[src/hrpci_pkg.sv]
package hrpci_pkg;

    localparam int CLK_PERIOD_NS = 100;
    localparam int INIT_TIME_NS = 200000;
    localparam int INIT_CYCLES = (INIT_TIME_NS + CLK_PERIOD_NS - 1) / CLK_PERIOD_NS;
    localparam int MRD_TIME_NS = 200;
    localparam int MRD_CYCLES = (MRD_TIME_NS + CLK_PERIOD_NS - 1) / CLK_PERIOD_NS;
    localparam int MRS_COUNT = 4;
    localparam int CAL_CYCLES = 16;

    localparam int DEF_RATE_RATIO = 4;
    localparam int DEF_DQ_WIDTH = 8;
    localparam int DEF_DQS_WIDTH = 1;
    localparam int DEF_CS_WIDTH = 1;
    localparam int DEF_ADDR_WIDTH = 13;
    localparam int DEF_BA_WIDTH = 3;
    localparam int DEF_FIFO_DEPTH = 16;
    localparam int LAT_WIDTH = 5;
    localparam logic [4:0] DEF_WRITE_LAT = 5'h02;
    localparam logic [4:0] DEF_READ_LAT = 5'h0F;
    localparam logic [4:0] LAT_RESET = 5'h00;

    typedef enum logic [3:0] {
        ST_INIT = 4'h1,
        ST_MRS = 4'h2,
        ST_CAL = 4'h4,
        ST_READY = 4'h8
    } hrpci_state_e;

endpackage : hrpci_pkg

[src/hrpci_fifo.sv]
`timescale 1ns/10ps
`default_nettype none

module hrpci_fifo #(
    parameter int WIDTH = 8,
    parameter int DEPTH = 16
) (
    input wire logic sys_clk,
    input wire logic rst,
    input wire logic inValid,
    output logic inReady,
    input wire logic [WIDTH-1:0] inData,
    output logic outValid,
    input wire logic outReady,
    output logic [WIDTH-1:0] outData
);
    localparam int PW = $clog2(DEPTH);

    typedef struct packed {
        logic [DEPTH-1:0][WIDTH-1:0] mem;
        logic [PW:0] wptr;
        logic [PW:0] rptr;
    } hrpci_fifo_s;

    hrpci_fifo_s fifo_reg;
    hrpci_fifo_s fifo_next;
    logic fullNow;
    logic emptyNow;

    assign fullNow = (fifo_reg.wptr[PW] != fifo_reg.rptr[PW])
                     && (fifo_reg.wptr[PW-1:0] == fifo_reg.rptr[PW-1:0]);
    assign emptyNow = (fifo_reg.wptr == fifo_reg.rptr);
    assign inReady = !fullNow;
    assign outValid = !emptyNow;
    assign outData = fifo_reg.mem[fifo_reg.rptr[PW-1:0]];

    always_comb begin
        fifo_next = fifo_reg;
        if (inValid && !fullNow) begin
            fifo_next.mem[fifo_reg.wptr[PW-1:0]] = inData;
            fifo_next.wptr = fifo_reg.wptr + 1'b1;
        end
        if (outReady && !emptyNow) begin
            fifo_next.rptr = fifo_reg.rptr + 1'b1;
        end
    end

    always_ff @(posedge sys_clk) begin
        if (rst) begin
            fifo_reg <= '0;
        end else begin
            fifo_reg <= fifo_next;
        end
    end

endmodule : hrpci_fifo

`default_nettype wire

[src/hrpci_phy_top.sv]
`timescale 1ns/10ps
`default_nettype none

module hrpci_phy_top
    import hrpci_pkg::*;
#(
    parameter int RATE_RATIO = DEF_RATE_RATIO,
    parameter int DQ_WIDTH = DEF_DQ_WIDTH,
    parameter int DQS_WIDTH = DEF_DQS_WIDTH,
    parameter int CS_WIDTH = DEF_CS_WIDTH,
    parameter int ADDR_WIDTH = DEF_ADDR_WIDTH,
    parameter int BA_WIDTH = DEF_BA_WIDTH,
    parameter int FIFO_DEPTH = DEF_FIFO_DEPTH,
    parameter logic [4:0] WRITE_LAT = DEF_WRITE_LAT,
    parameter logic [4:0] READ_LAT = DEF_READ_LAT
) (
    input wire logic sys_clk,
    input wire logic rst,
    output logic ctrlCycleEn,
    input wire logic [ADDR_WIDTH*RATE_RATIO/2-1:0] addr,
    input wire logic [BA_WIDTH*RATE_RATIO/2-1:0] ba,
    input wire logic [CS_WIDTH*RATE_RATIO/2-1:0] csN,
    input wire logic [CS_WIDTH*RATE_RATIO/2-1:0] cke,
    input wire logic [CS_WIDTH*RATE_RATIO/2-1:0] odt,
    input wire logic [RATE_RATIO/2-1:0] rasN,
    input wire logic [RATE_RATIO/2-1:0] casN,
    input wire logic [RATE_RATIO/2-1:0] weN,
    input wire logic [DQS_WIDTH*RATE_RATIO/2-1:0] dqsBurst,
    input wire logic [DQS_WIDTH*RATE_RATIO/2-1:0] wdataValid,
    input wire logic [DQ_WIDTH*RATE_RATIO-1:0] wdata,
    output logic wdataReady,
    input wire logic [DQS_WIDTH*RATE_RATIO/2-1:0] doingRd,
    output logic [DQ_WIDTH*RATE_RATIO-1:0] rdata,
    output logic [DQS_WIDTH*RATE_RATIO/2-1:0] rdataValid,
    output logic [4:0] wlat,
    output logic [4:0] rlat,
    output logic calSuccess,
    output logic [ADDR_WIDTH-1:0] memAddr,
    output logic [BA_WIDTH-1:0] memBa,
    output logic [CS_WIDTH-1:0] memCsN,
    output logic [CS_WIDTH-1:0] memCke,
    output logic [CS_WIDTH-1:0] memOdt,
    output logic memRasN,
    output logic memCasN,
    output logic memWeN,
    output logic [2*DQ_WIDTH-1:0] memDqOut,
    output logic [DQS_WIDTH-1:0] memDqOe,
    output logic [DQS_WIDTH-1:0] memDqsBurst,
    input wire logic [2*DQ_WIDTH-1:0] memDqIn
);
    localparam int HALF = RATE_RATIO / 2;
    localparam int WW = DQ_WIDTH * RATE_RATIO;
    localparam int GW = DQS_WIDTH * HALF;
    localparam int FW = WW + 2 * GW;
    localparam int MW = 2 * DQ_WIDTH;

    typedef struct packed {
        hrpci_state_e state;
        logic [15:0] cnt;
        logic [1:0] mrsIdx;
        logic phase;
        logic calSuccess;
        logic [4:0] wlat;
        logic [4:0] rlat;
        logic [ADDR_WIDTH-1:0] memAddr;
        logic [BA_WIDTH-1:0] memBa;
        logic [CS_WIDTH-1:0] memCsN;
        logic [CS_WIDTH-1:0] memCke;
        logic [CS_WIDTH-1:0] memOdt;
        logic memRasN;
        logic memCasN;
        logic memWeN;
        logic [MW-1:0] memDqOut;
        logic [DQS_WIDTH-1:0] memDqOe;
        logic [DQS_WIDTH-1:0] memDqsBurst;
        logic [MW-1:0] dqMeta;
        logic [MW-1:0] dqSync;
        logic [WW-1:0] rdAsm;
        logic [WW-1:0] rdata;
        logic [READ_LAT-1:0][GW-1:0] rdPipe;
    } hrpci_top_s;

    hrpci_top_s top_reg;
    hrpci_top_s top_next;

    logic [FW-1:0] fifoIn;
    logic [FW-1:0] fifoOut;
    logic fifoOutValid;
    logic fifoPush;
    logic fifoPop;
    logic [WW-1:0] headData;
    logic [GW-1:0] headBurst;
    logic [GW-1:0] headValid;

    // One controller cycle spans HALF memory cycles; the last one is the boundary.
    assign ctrlCycleEn = (HALF == 1) ? 1'b1 : top_reg.phase;

    // Write traffic is buffered so data, strobe burst and valid stay together.
    // Draining is held off until calibration is done, which lets the buffer fill.
    assign fifoIn = {dqsBurst, wdataValid, wdata};
    assign fifoPush = ctrlCycleEn && ((|dqsBurst) || (|wdataValid));
    assign fifoPop = ctrlCycleEn && top_reg.calSuccess;
    assign headData = fifoOut[WW-1:0];
    assign headValid = fifoOut[WW +: GW];
    assign headBurst = fifoOut[WW+GW +: GW];

    hrpci_fifo #(
        .WIDTH(FW),
        .DEPTH(FIFO_DEPTH)
    ) wrBuf (
        .sys_clk(sys_clk),
        .rst(rst),
        .inValid(fifoPush),
        .inReady(wdataReady),
        .inData(fifoIn),
        .outValid(fifoOutValid),
        .outReady(fifoPop),
        .outData(fifoOut)
    );

    always_comb begin
        top_next = top_reg;
        top_next.phase = (HALF == 2) ? ~top_reg.phase : 1'b0;
        top_next.dqMeta = memDqIn;
        top_next.dqSync = top_reg.dqMeta;

        top_next.memCsN = '1;
        top_next.memRasN = 1'b1;
        top_next.memCasN = 1'b1;
        top_next.memWeN = 1'b1;
        top_next.memOdt = '0;
        top_next.memAddr = '0;
        top_next.memBa = '0;
        top_next.memDqOe = '0;
        top_next.memDqsBurst = '0;

        case (top_reg.state)
            ST_INIT: begin
                top_next.memCke = '0;
                top_next.cnt = top_reg.cnt + 16'h0001;
                if (top_reg.cnt == 16'(INIT_CYCLES - 1)) begin
                    top_next.cnt = '0;
                    top_next.state = ST_MRS;
                end
            end
            ST_MRS: begin
                // Mode register write on the first cycle, then idle for the
                // mode-register spacing before the next one.
                top_next.memCke = '1;
                top_next.cnt = top_reg.cnt + 16'h0001;
                if (top_reg.cnt == 16'h0000) begin
                    top_next.memCsN = '0;
                    top_next.memRasN = 1'b0;
                    top_next.memCasN = 1'b0;
                    top_next.memWeN = 1'b0;
                    top_next.memBa = BA_WIDTH'(top_reg.mrsIdx);
                end
                if (top_reg.cnt == 16'(MRD_CYCLES)) begin
                    top_next.cnt = '0;
                    top_next.mrsIdx = top_reg.mrsIdx + 2'h1;
                    if (top_reg.mrsIdx == 2'(MRS_COUNT - 1)) begin
                        top_next.state = ST_CAL;
                    end
                end
            end
            ST_CAL: begin
                top_next.cnt = top_reg.cnt + 16'h0001;
                if (top_reg.cnt == 16'(CAL_CYCLES - 1)) begin
                    top_next.cnt = '0;
                    top_next.calSuccess = 1'b1;
                    top_next.wlat = WRITE_LAT;
                    top_next.rlat = READ_LAT;
                    top_next.state = ST_READY;
                end
            end
            ST_READY: begin
                // Slice selected by phase: bit 0 of each pin pair goes out first.
                top_next.memAddr = addr[top_reg.phase*ADDR_WIDTH +: ADDR_WIDTH];
                top_next.memBa = ba[top_reg.phase*BA_WIDTH +: BA_WIDTH];
                top_next.memCsN = csN[top_reg.phase*CS_WIDTH +: CS_WIDTH];
                top_next.memCke = cke[top_reg.phase*CS_WIDTH +: CS_WIDTH];
                top_next.memOdt = odt[top_reg.phase*CS_WIDTH +: CS_WIDTH];
                top_next.memRasN = rasN[top_reg.phase];
                top_next.memCasN = casN[top_reg.phase];
                top_next.memWeN = weN[top_reg.phase];
                if (fifoOutValid) begin
                    // Each valid bit gates one memory-width half; the other
                    // half of an unaligned first or last beat is not driven.
                    top_next.memDqOut = headData[top_reg.phase*MW +: MW];
                    top_next.memDqOe = headValid[top_reg.phase*DQS_WIDTH +: DQS_WIDTH];
                    top_next.memDqsBurst = headBurst[top_reg.phase*DQS_WIDTH +: DQS_WIDTH];
                end
            end
            default: begin
                top_next.state = ST_INIT;
                top_next.cnt = '0;
            end
        endcase

        // Read capture: each memory cycle fills its slice of the assembly word.
        top_next.rdAsm[top_reg.phase*MW +: MW] = top_reg.dqSync;
        if (ctrlCycleEn) begin
            top_next.rdata = top_next.rdAsm;
            // Fixed delay line keeps spaced and back-to-back reads in step.
            top_next.rdPipe[0] = top_reg.calSuccess ? doingRd : '0;
            for (int i = 1; i < READ_LAT; i++) begin
                top_next.rdPipe[i] = top_reg.rdPipe[i-1];
            end
        end
    end

    always_ff @(posedge sys_clk) begin
        if (rst) begin
            top_reg <= '0;
            top_reg.state <= ST_INIT;
            top_reg.wlat <= LAT_RESET;
            top_reg.rlat <= LAT_RESET;
            top_reg.memCsN <= '1;
            top_reg.memRasN <= 1'b1;
            top_reg.memCasN <= 1'b1;
            top_reg.memWeN <= 1'b1;
        end else begin
            top_reg <= top_next;
        end
    end

    // Write latency seen at the pins is the command-to-data distance plus the one
    // controller cycle spent in the buffer; an unaligned write starts one memory cycle earlier.
    assign wlat = top_reg.wlat;
    assign rlat = top_reg.rlat;
    assign calSuccess = top_reg.calSuccess;
    assign rdata = top_reg.rdata;
    assign rdataValid = top_reg.rdPipe[READ_LAT-1];
    assign memAddr = top_reg.memAddr;
    assign memBa = top_reg.memBa;
    assign memCsN = top_reg.memCsN;
    assign memCke = top_reg.memCke;
    assign memOdt = top_reg.memOdt;
    assign memRasN = top_reg.memRasN;
    assign memCasN = top_reg.memCasN;
    assign memWeN = top_reg.memWeN;
    assign memDqOut = top_reg.memDqOut;
    assign memDqOe = top_reg.memDqOe;
    assign memDqsBurst = top_reg.memDqsBurst;

endmodule : hrpci_phy_top

`default_nettype wire

[config.mk]
export PLATFORM = sky130hd
export DESIGN_NAME = hrpci_phy_top
export DESIGN_NICKNAME = d
export VERILOG_FILES = /design/src/hrpci_pkg.sv /design/src/hrpci_fifo.sv /design/src/hrpci_phy_top.sv
export SDC_FILE = /design/constraint.sdc
export NUM_CORES = 2
export LEC_CHECK = 0
export BUFFER_PORTS_ARGS = -buffer_cell sky130_fd_sc_hd__buf_2
export CAP_MARGIN = 0
export CORE_MARGIN = 3
export CORE_UTILIZATION = 50
export CTS_BUF_LIST = sky130_fd_sc_hd__clkbuf_4 sky130_fd_sc_hd__clkbuf_8
export CTS_CLUSTER_SIZE = 40
export DETAILED_ROUTE_END_ITERATION = 10
export GPL_TIMING_DRIVEN = 0
export PLACE_DENSITY = 0.67
export SYNTH_ARGS = -nofsm -noshare
export SYNTH_HDL_FRONTEND = slang
export SYNTH_SLANG_ARGS = --single-unit
[constraint.sdc]
create_clock -name sys_clk -period 2.9 [get_ports sys_clk]
set_clock_uncertainty 0.2 [all_clocks]
set_input_delay 0.58 -clock sys_clk [delete_from_list [all_inputs] [get_ports sys_clk]]
set_output_delay 0.58 -clock sys_clk [all_outputs]
set_load 0.01 [all_outputs]
Word level (Yosys, flattened, before mapping)

Index checks and enable logic that the tools add are counted.

Register bits: 777
Input port bits: 100
Logic and storage cells: 135
Bits in writable memories: 0
Latch bits: 0
Output and inout port bits: 87
Memories: 0
Bits in read-only memories: 0

Bitwise operators: 3
Divide/modulo/power cells: 0
Reductions and logical operators: 19
Shift operators: 10
Magnitude comparators: 4
Multiply operators: 2
Equal/unequal tests: 15
$add $sub $neg: 5
Mux-type cells: 23

Operator list:

| operator                                               | count |
|---|---|
| bitwise mux 576 bit                                    | 1 |
| binary-select mux 36 bit (select 4 bit)                | 1 |
| demux 36 bit (select 4 bit)                            | 1 |
| case mux 20 bit (4 select lines)                       | 1 |
| two-way mux 36 bit                                     | 2 |
| two-way mux 20 bit                                     | 2 |
| negation 5 -> 34 bit                                   | 1 |
| variable shift 16 x 34 -> 32 bit, first input constant | 1 |
| variable part select 16 x 34 -> 32 bit                 | 1 |
| bitwise mux 32 bit                                     | 1 |
| variable part select 32 x 6 -> 16 bit                  | 1 |
| variable part select 26 x 6 -> 13 bit                  | 1 |
| two-way mux 22 bit                                     | 1 |
| adder 16 x 1 -> 16 bit, second input constant          | 1 |
| == test 16 x 11 -> 1 bit, second input constant        | 1 |
| == test 16 x 2 -> 1 bit, second input constant         | 1 |
| == test 16 x 4 -> 1 bit, second input constant         | 1 |
| zero test 16 bit                                       | 1 |
| adder 5 x 1 -> 5 bit, second input constant            | 2 |
| < comparator 4 x 5 -> 1 bit, second input constant     | 2 |
| variable part select 2 x 2 -> 1 bit                    | 5 |
| != test 2 bit, second input constant                   | 4 |
| case mux 4 bit (2 select lines)                        | 1 |
| logical AND 1 bit                                      | 6 |
| other kinds (28)                                       | 41 |

Logic depth before layout (Yosys ltp)

Depth after elaboration: 5
Depth in mapped cells: 9
Depth with buffers taken out: 6

Cells and area by module

From an unflattened synthesis, not the netlist that was laid out.

Cell total of the unflattened synthesis: 3129
Area, all modules: 33009.2 um^2

Modules (own cells, without submodules):

| module        | cells each | sequential area each (um^2) | instances | area an instance (um^2) |
|---|---|---|---|---|
| hrpci_fifo    | 2385       | 11731.3                     | 1         | 25979.9 |
| hrpci_phy_top | 744        | 3483.3                      | 1         | 7029.2 |

Worst setup path after synthesis

Ideal clock, no wire load.

Path type: input -> register
From: input port wdataValid[0]
To: register wrBuf.fifo_reg[224] (netlist name)
Path slack: 290 ps
Buffers on the path: 3
Cell stages on the path: 7
Setup time: 132 ps
Data arrival time: 2277 ps
Required time: 2568 ps
Cells stage by stage: buf_2 o41ai_4 buf_4 a2111oi_4 buf_2 nand2_1 a21oi_1

Cells in the longest elaborated chain, start to end: 4

RTL lines:

| element              | RTL line             | source |
|---|---|---|
| start, declared      | hrpci_phy_top.sv:29  | `input wire logic [DQS_WIDTH*RATE_RATIO/2-1:0] wdataValid,` |
| OR reduction 2 bit   | hrpci_phy_top.sv:101 | `assign fifoPush = ctrlCycleEn && ((\|dqsBurst) \|\| (\|wdataValid));` |
| logical OR 1 bit     | hrpci_phy_top.sv:101 |  |
| logical AND 1 bit    | hrpci_phy_top.sv:101 |  |
| logical AND 1 bit    | hrpci_fifo.sv:39     | `if (inValid && !fullNow) begin` |
| end signal, assigned | hrpci_fifo.sv:52     | `fifo_reg <= fifo_next;` |
| end, declared        | hrpci_fifo.sv:25     | `hrpci_fifo_s fifo_reg;` |

No other way between the ends.
A chain may end at the register's enable or synchronous reset.

Final worst setup path

From: register wrBuf.fifo_reg[0] (netlist name)
To: register wrBuf.fifo_reg[131] (netlist name)

Cells in the longest elaborated chain, start to end: 4

RTL lines:

| element           | RTL line         | source |
|---|---|---|
| == test 4 bit     | hrpci_fifo.sv:31 | `&& (fifo_reg.wptr[PW-1:0] == fifo_reg.rptr[PW-1:0]);` |
| logical AND 1 bit | hrpci_fifo.sv:31 |  |
| zero test 1 bit   | hrpci_fifo.sv:39 |  |
| logical AND 1 bit | hrpci_fifo.sv:39 |  |

No other way between the ends.

==> impl_table.tex <==
\begin{tabular}{lr}
\hline
Metric & Value \\
\hline
\multicolumn{2}{l}{\textbf{Synthesis}} \\
Warning count from the yosys run & 0 \\
Synthesized flop and latch total & 760 \\
Top FF cell, synth & dfxtp\_1 \\
Average size of a mapped cell & between 8 and 9 sq um \\
Proportion of register bits with asynchronous set or reset after synthesis & 0 \\
Sequential area share after synthesis & 0.474 \\
Yosys cell types & 54 \\
Post-Synthesis Cell Area & roughly 32000 sq um \\
Post-Syn Instances & 3732 \\
Count of flip-flops with a built-in enable after synthesis & 0 \\
\multicolumn{2}{l}{\textbf{Power}} \\
Peak ir drop on the vdd network & between 0.3 and 0.4 mV \\
Relative contribution of combinational cells to total power & 0.063 \\
Switching portion of total power & 0.244 \\
Cell internal pwr & approximately 16 mW \\
Part of the power in registers & 0.492 \\
Power density over the cells & $\sim$570 nW/um\^{}2 \\
Leakage & $\sim$13 nW \\
Switching power total & approximately 5.2 mW \\
Clock Power Share & 0.445 \\
\multicolumn{2}{l}{\textbf{Drt}} \\
Remaining routing DRC violations & 0 \\
Post-detailed-route count of antenna-violating nets & 0 \\
Detailed Route WL & about 100000 um \\
WL per Instance & 20.5 um \\
First-pass DRT Iterations & 6 \\
Iteration-0 DRC count of the detailed router & 2906 \\
Via density per instance & between 5 and 6 \\
Routed via count & $\sim$28000 \\
\multicolumn{2}{l}{\textbf{Setup path}} \\
Arrival time at the worst endpoint & between 3 and 4 ns \\
Setup crit end kind & flop \\
Register-to-Register Setup Slack & -0.04 ns \\
Biggest fanout along the worst timing path & 10 \\
Longest individual stage delay on the worst path & 0.63 ns \\
Cell with the biggest individual delay on the critical path & o2111ai\_2 \\
Data required time of the worst path & roughly 3.4 ns \\
Ordered cell list for the critical path & buf\_6 > xnor2\_1 > nand4\_1 > buf\_2 > o2111ai\_2 > clkbuf\_1 > nand2\_1 > a21oi\_1 \\
Class of the most critical setup path & flop to flop \\
Critical Path Source Type & flop \\
\multicolumn{2}{l}{\textbf{Clock network}} \\
CTS clk-pin slew, worst paths & roughly 0.06 ns \\
Root buf cell & clkbuf\_8 \\
TritonCTS clock tree & done \\
CTS max path bufs & 3 \\
Number of sinks handled by clock tree synthesis & 760 \\
Number of buffers created by CTS & 119 \\
Clock H-tree levels & 3 \\
Clk\_lat worst skew & 0.74 ns \\
\multicolumn{2}{l}{\textbf{Outcome}} \\
Status & complete, but fails checks \\
Violations in the final reports & setup timing \\
\multicolumn{2}{l}{\textbf{Cells and area}} \\
Cell area after layout & roughly 38000 sq um \\
Final design utilization & 0.598 \\
Fraction of layout cells with a size suffix above 1 & 0.180 \\
Signed area change from the synthesized netlist to the final layout & 17.8\% \\
Final \#Nets & between 4000 and 5000 \\
Max FFs per register & approximately 590 \\
Number of fill cells in the layout & approximately 5600 \\
\multicolumn{2}{l}{\textbf{Timing}} \\
Tcrit/Tclk final & 1.01 \\
Final setup viols & 25 \\
Setup repair after global routing missed its margin & yes \\
F\_max & roughly 0.34 GHz \\
Clock period minus worst slack & roughly 2.9 ns \\
Slew at the pin closest to its max-slew limit & 1.23 ns \\
Max\_slew headroom & 0.178 \\
Fin. max-slew vios & 0 \\
Least setup slack across all paths after layout & -0.0430 ns \\
Final Hold Vio Count & 0 \\
\multicolumn{2}{l}{\textbf{Global route}} \\
Global-route wire length before repair & 155000 um \\
Remaining Overflow, GRT & 0 \\
Global routing usage summed across all routing layers & 0.297 \\
Maximum number of pins on one net before global-route repair & 17 \\
Number of antenna violations at the first check in global routing & 4 \\
Via count of the first global-routing pass & $\sim$26000 \\
\multicolumn{2}{l}{\textbf{Floorplanning}} \\
Number of top-level pins & around 190 \\
Area of the die & between 60000 and 70000 sq um \\
Y dimension of the die & roughly 260 um \\
Die width & roughly 260 um \\
Core region area & roughly 63000 sq um \\
Initial core utilization & 0.508 \\
Number of placement rows & 92 \\
\multicolumn{2}{l}{\textbf{Place}} \\
GPL Wtd Cong & $\sim$0.91 \\
Post-DP Area & between 30000 and 40000 sq um \\
DP Wirelength & 72800 um \\
Count of input and output buffers & around 140 \\
\multicolumn{2}{l}{\textbf{Job}} \\
Max Cap Viol & 0 \\
\multicolumn{2}{l}{\textbf{Hold path}} \\
Hold WC Path Type & primary input to flop \\
\hline
\end{tabular}
[per-layer routing]
| metal | wire (um) | share of wire | vias to the layer above | track usage |
|---|---|---|---|---|
| met5 | 0 | 0 | - | 0 |
| met4 | 3580 | 0.035 | 0 | 0.113 |
| met3 | 9290 | 0.090 | 223 | 0.0504 |
| met2 | 47000 | 0.45 | 1254 | 0.467 |
| met1 | 43500 | 0.42 | 13500 | 0.412 |
| li1 | - | - | 13200 | - |
[cells by family after synthesis]
kind of cell             synth area share
multiplexers                        0.118
other                            0.000117
AO/OA/AOI/OAI                       0.151
XOR/XNOR                          0.00759
flip-flops                          0.474
AND/OR/NAND/NOR                     0.182
buffers and inverters              0.0644
adder cells (fa/ha/maj)           0.00350
[final timing paths]
| kind | depth (start not counted) | from | endpoint |
|---|---|---|---|
| setup / recovery | 8 | wrBuf.fifo_reg[0] | wrBuf.fifo_reg[131] |
| hold / removal | 3 | wdata[27] | wrBuf.fifo_reg[577] |
| setup reg to reg | 8 | wrBuf.fifo_reg[0] | wrBuf.fifo_reg[131] |
| hold reg to reg | 1 | top_next[103] | top_reg[103] |
[Yosys cell counts (2+ instances only)]
library cell	count	share of area
nand3_1	12	0.0019
nor4_1	3	0.00058
o221ai_1	15	0.0041
inv_1	13	0.0015
nor4b_1	4	0.0011
buf_1	45	0.0053
a211oi_1	22	0.0051
and2_1	4	0.00078
xnor2_1	18	0.0049
xor2_1	8	0.0022
o2111a_1	4	0.0014
a22oi_1	33	0.0077
nor2b_1	38	0.0074
o2111ai_1	2	0.00055
buf_4	84	0.020
nand4_1	7	0.0014
nand3b_1	4	0.00093
a32o_1	15	0.0047
or4_4	2	0.00070
nor3_1	4	0.00062
clkbuf_1	230	0.027
o21ai_0	8	0.0012
mux2i_1	115	0.036
buf_2	69	0.011
nor2_1	81	0.0095
ha_1	9	0.0035
nand2_1	1231	0.14
o22ai_1	18	0.0035
o2111ai_2	15	0.0070
or4b_2	2	0.00062
and3_1	3	0.00058
a21oi_1	653	0.10
dfxtp_1	760	0.47
a2111oi_4	12	0.010
nand2b_1	52	0.010
mux4_2	117	0.082
a31oi_1	2	0.00039
and4_1	2	0.00055
[area by class of cell]
class / count / area, sq um / area share
antenna: 5 / 12.5 / 0.000331
buffer: 424 / 2120 / 0.0559
clock buffer: 193 / 2410 / 0.0637
clock inverter: 19 / 144 / 0.00380
inverter: 13 / 48.8 / 0.00129
multi-input combinational: 2534 / 15100 / 0.398
sequential: 760 / 15200 / 0.402
tap: 846 / 1060 / 0.0280
timing repair buffer: 246 / 1760 / 0.0465
[per-stage QoR]
step           cells  setup slack, ns  hold WS (ns)  power [mW]  TNS (ns)
6_report        5040          -0.0430        0.0356        21.5    -0.448
3_3_place_gp    4726           -0.669         0.220        12.0   -154.72
3_5_place_dp    4726           -0.680         0.222        12.0   -135.63
5_1_grt         5039           -0.153        0.0405        22.2     -5.73
2_1_floorplan   3736            0.290         0.214        11.5         0
4_1_cts         5023          0.00137      0.000573        21.6         0
[worst max-delay path: cells and delay by family, from the launching register on]
kind	cells	cell delay [ns]
buf+inv	3	0.95
xor+xnor	1	0.23
flops	1	0.33
compound gates	2	0.81
simple gates	2	0.33
[what timing repair did]
action | in CTS | in global routing
buffers inserted | 11 | 16
hold buffers | 75 | 0
hold endpoints to repair | 111 | 0
pin swaps | 6 | 13
setup endpoints to repair | 297 | 387
resized for setup | 51 | 74
[power by group through the flow]
| stage | registers (mW) | logic, mW | clock network [mW] |
|---|---|---|---|
| 2_1_floorplan | 10.8 | 0.733 | 0 |
| 3_3_place_gp | 10.8 | 1.17 | 0 |
| 3_5_place_dp | 10.8 | 1.18 | 0 |
| 5_1_grt | 10.6 | 1.42 | 10.2 |
| 4_1_cts | 10.6 | 1.28 | 9.68 |
| 6_report | 10.6 | 1.35 | 9.59 |
[cells in the final DEF, fill, tap and decap left out, types with 8 or more instances in the layout]
master         Yosys  layout
xnor2_1           18      17
nand2b_1          52      52
clkbuf_2           0      31
clkbuf_1         230     195
a22oi_1           33      33
clkinv_2           0      13
dlygate4sd3_1      0      75
nor2b_1           38      38
o2111ai_2         15       8
a21oi_1          653     644
buf_2             69     200
o22ai_1           18      18
buf_4             84     115
a211oi_2           0      10
a21oi_2            0       9
o221ai_1          15      15
nor2_1            81      80
a2111oi_4         12      12
nand2_1         1231    1230
o2111ai_4          0       8
nand3_1           12      12
ha_1               9       9
a32o_1            15      15
clkbuf_4           0      41
mux2i_1          115     115
buf_1             45      38
clkbuf_8           0     154
inv_1             13      13
o21ai_0            8       8
mux4_2           117     117
a211oi_1          22      12
dfxtp_1          760     759
xor2_1             8       8
Note: power is estimated with default switching activity, not from simulation.
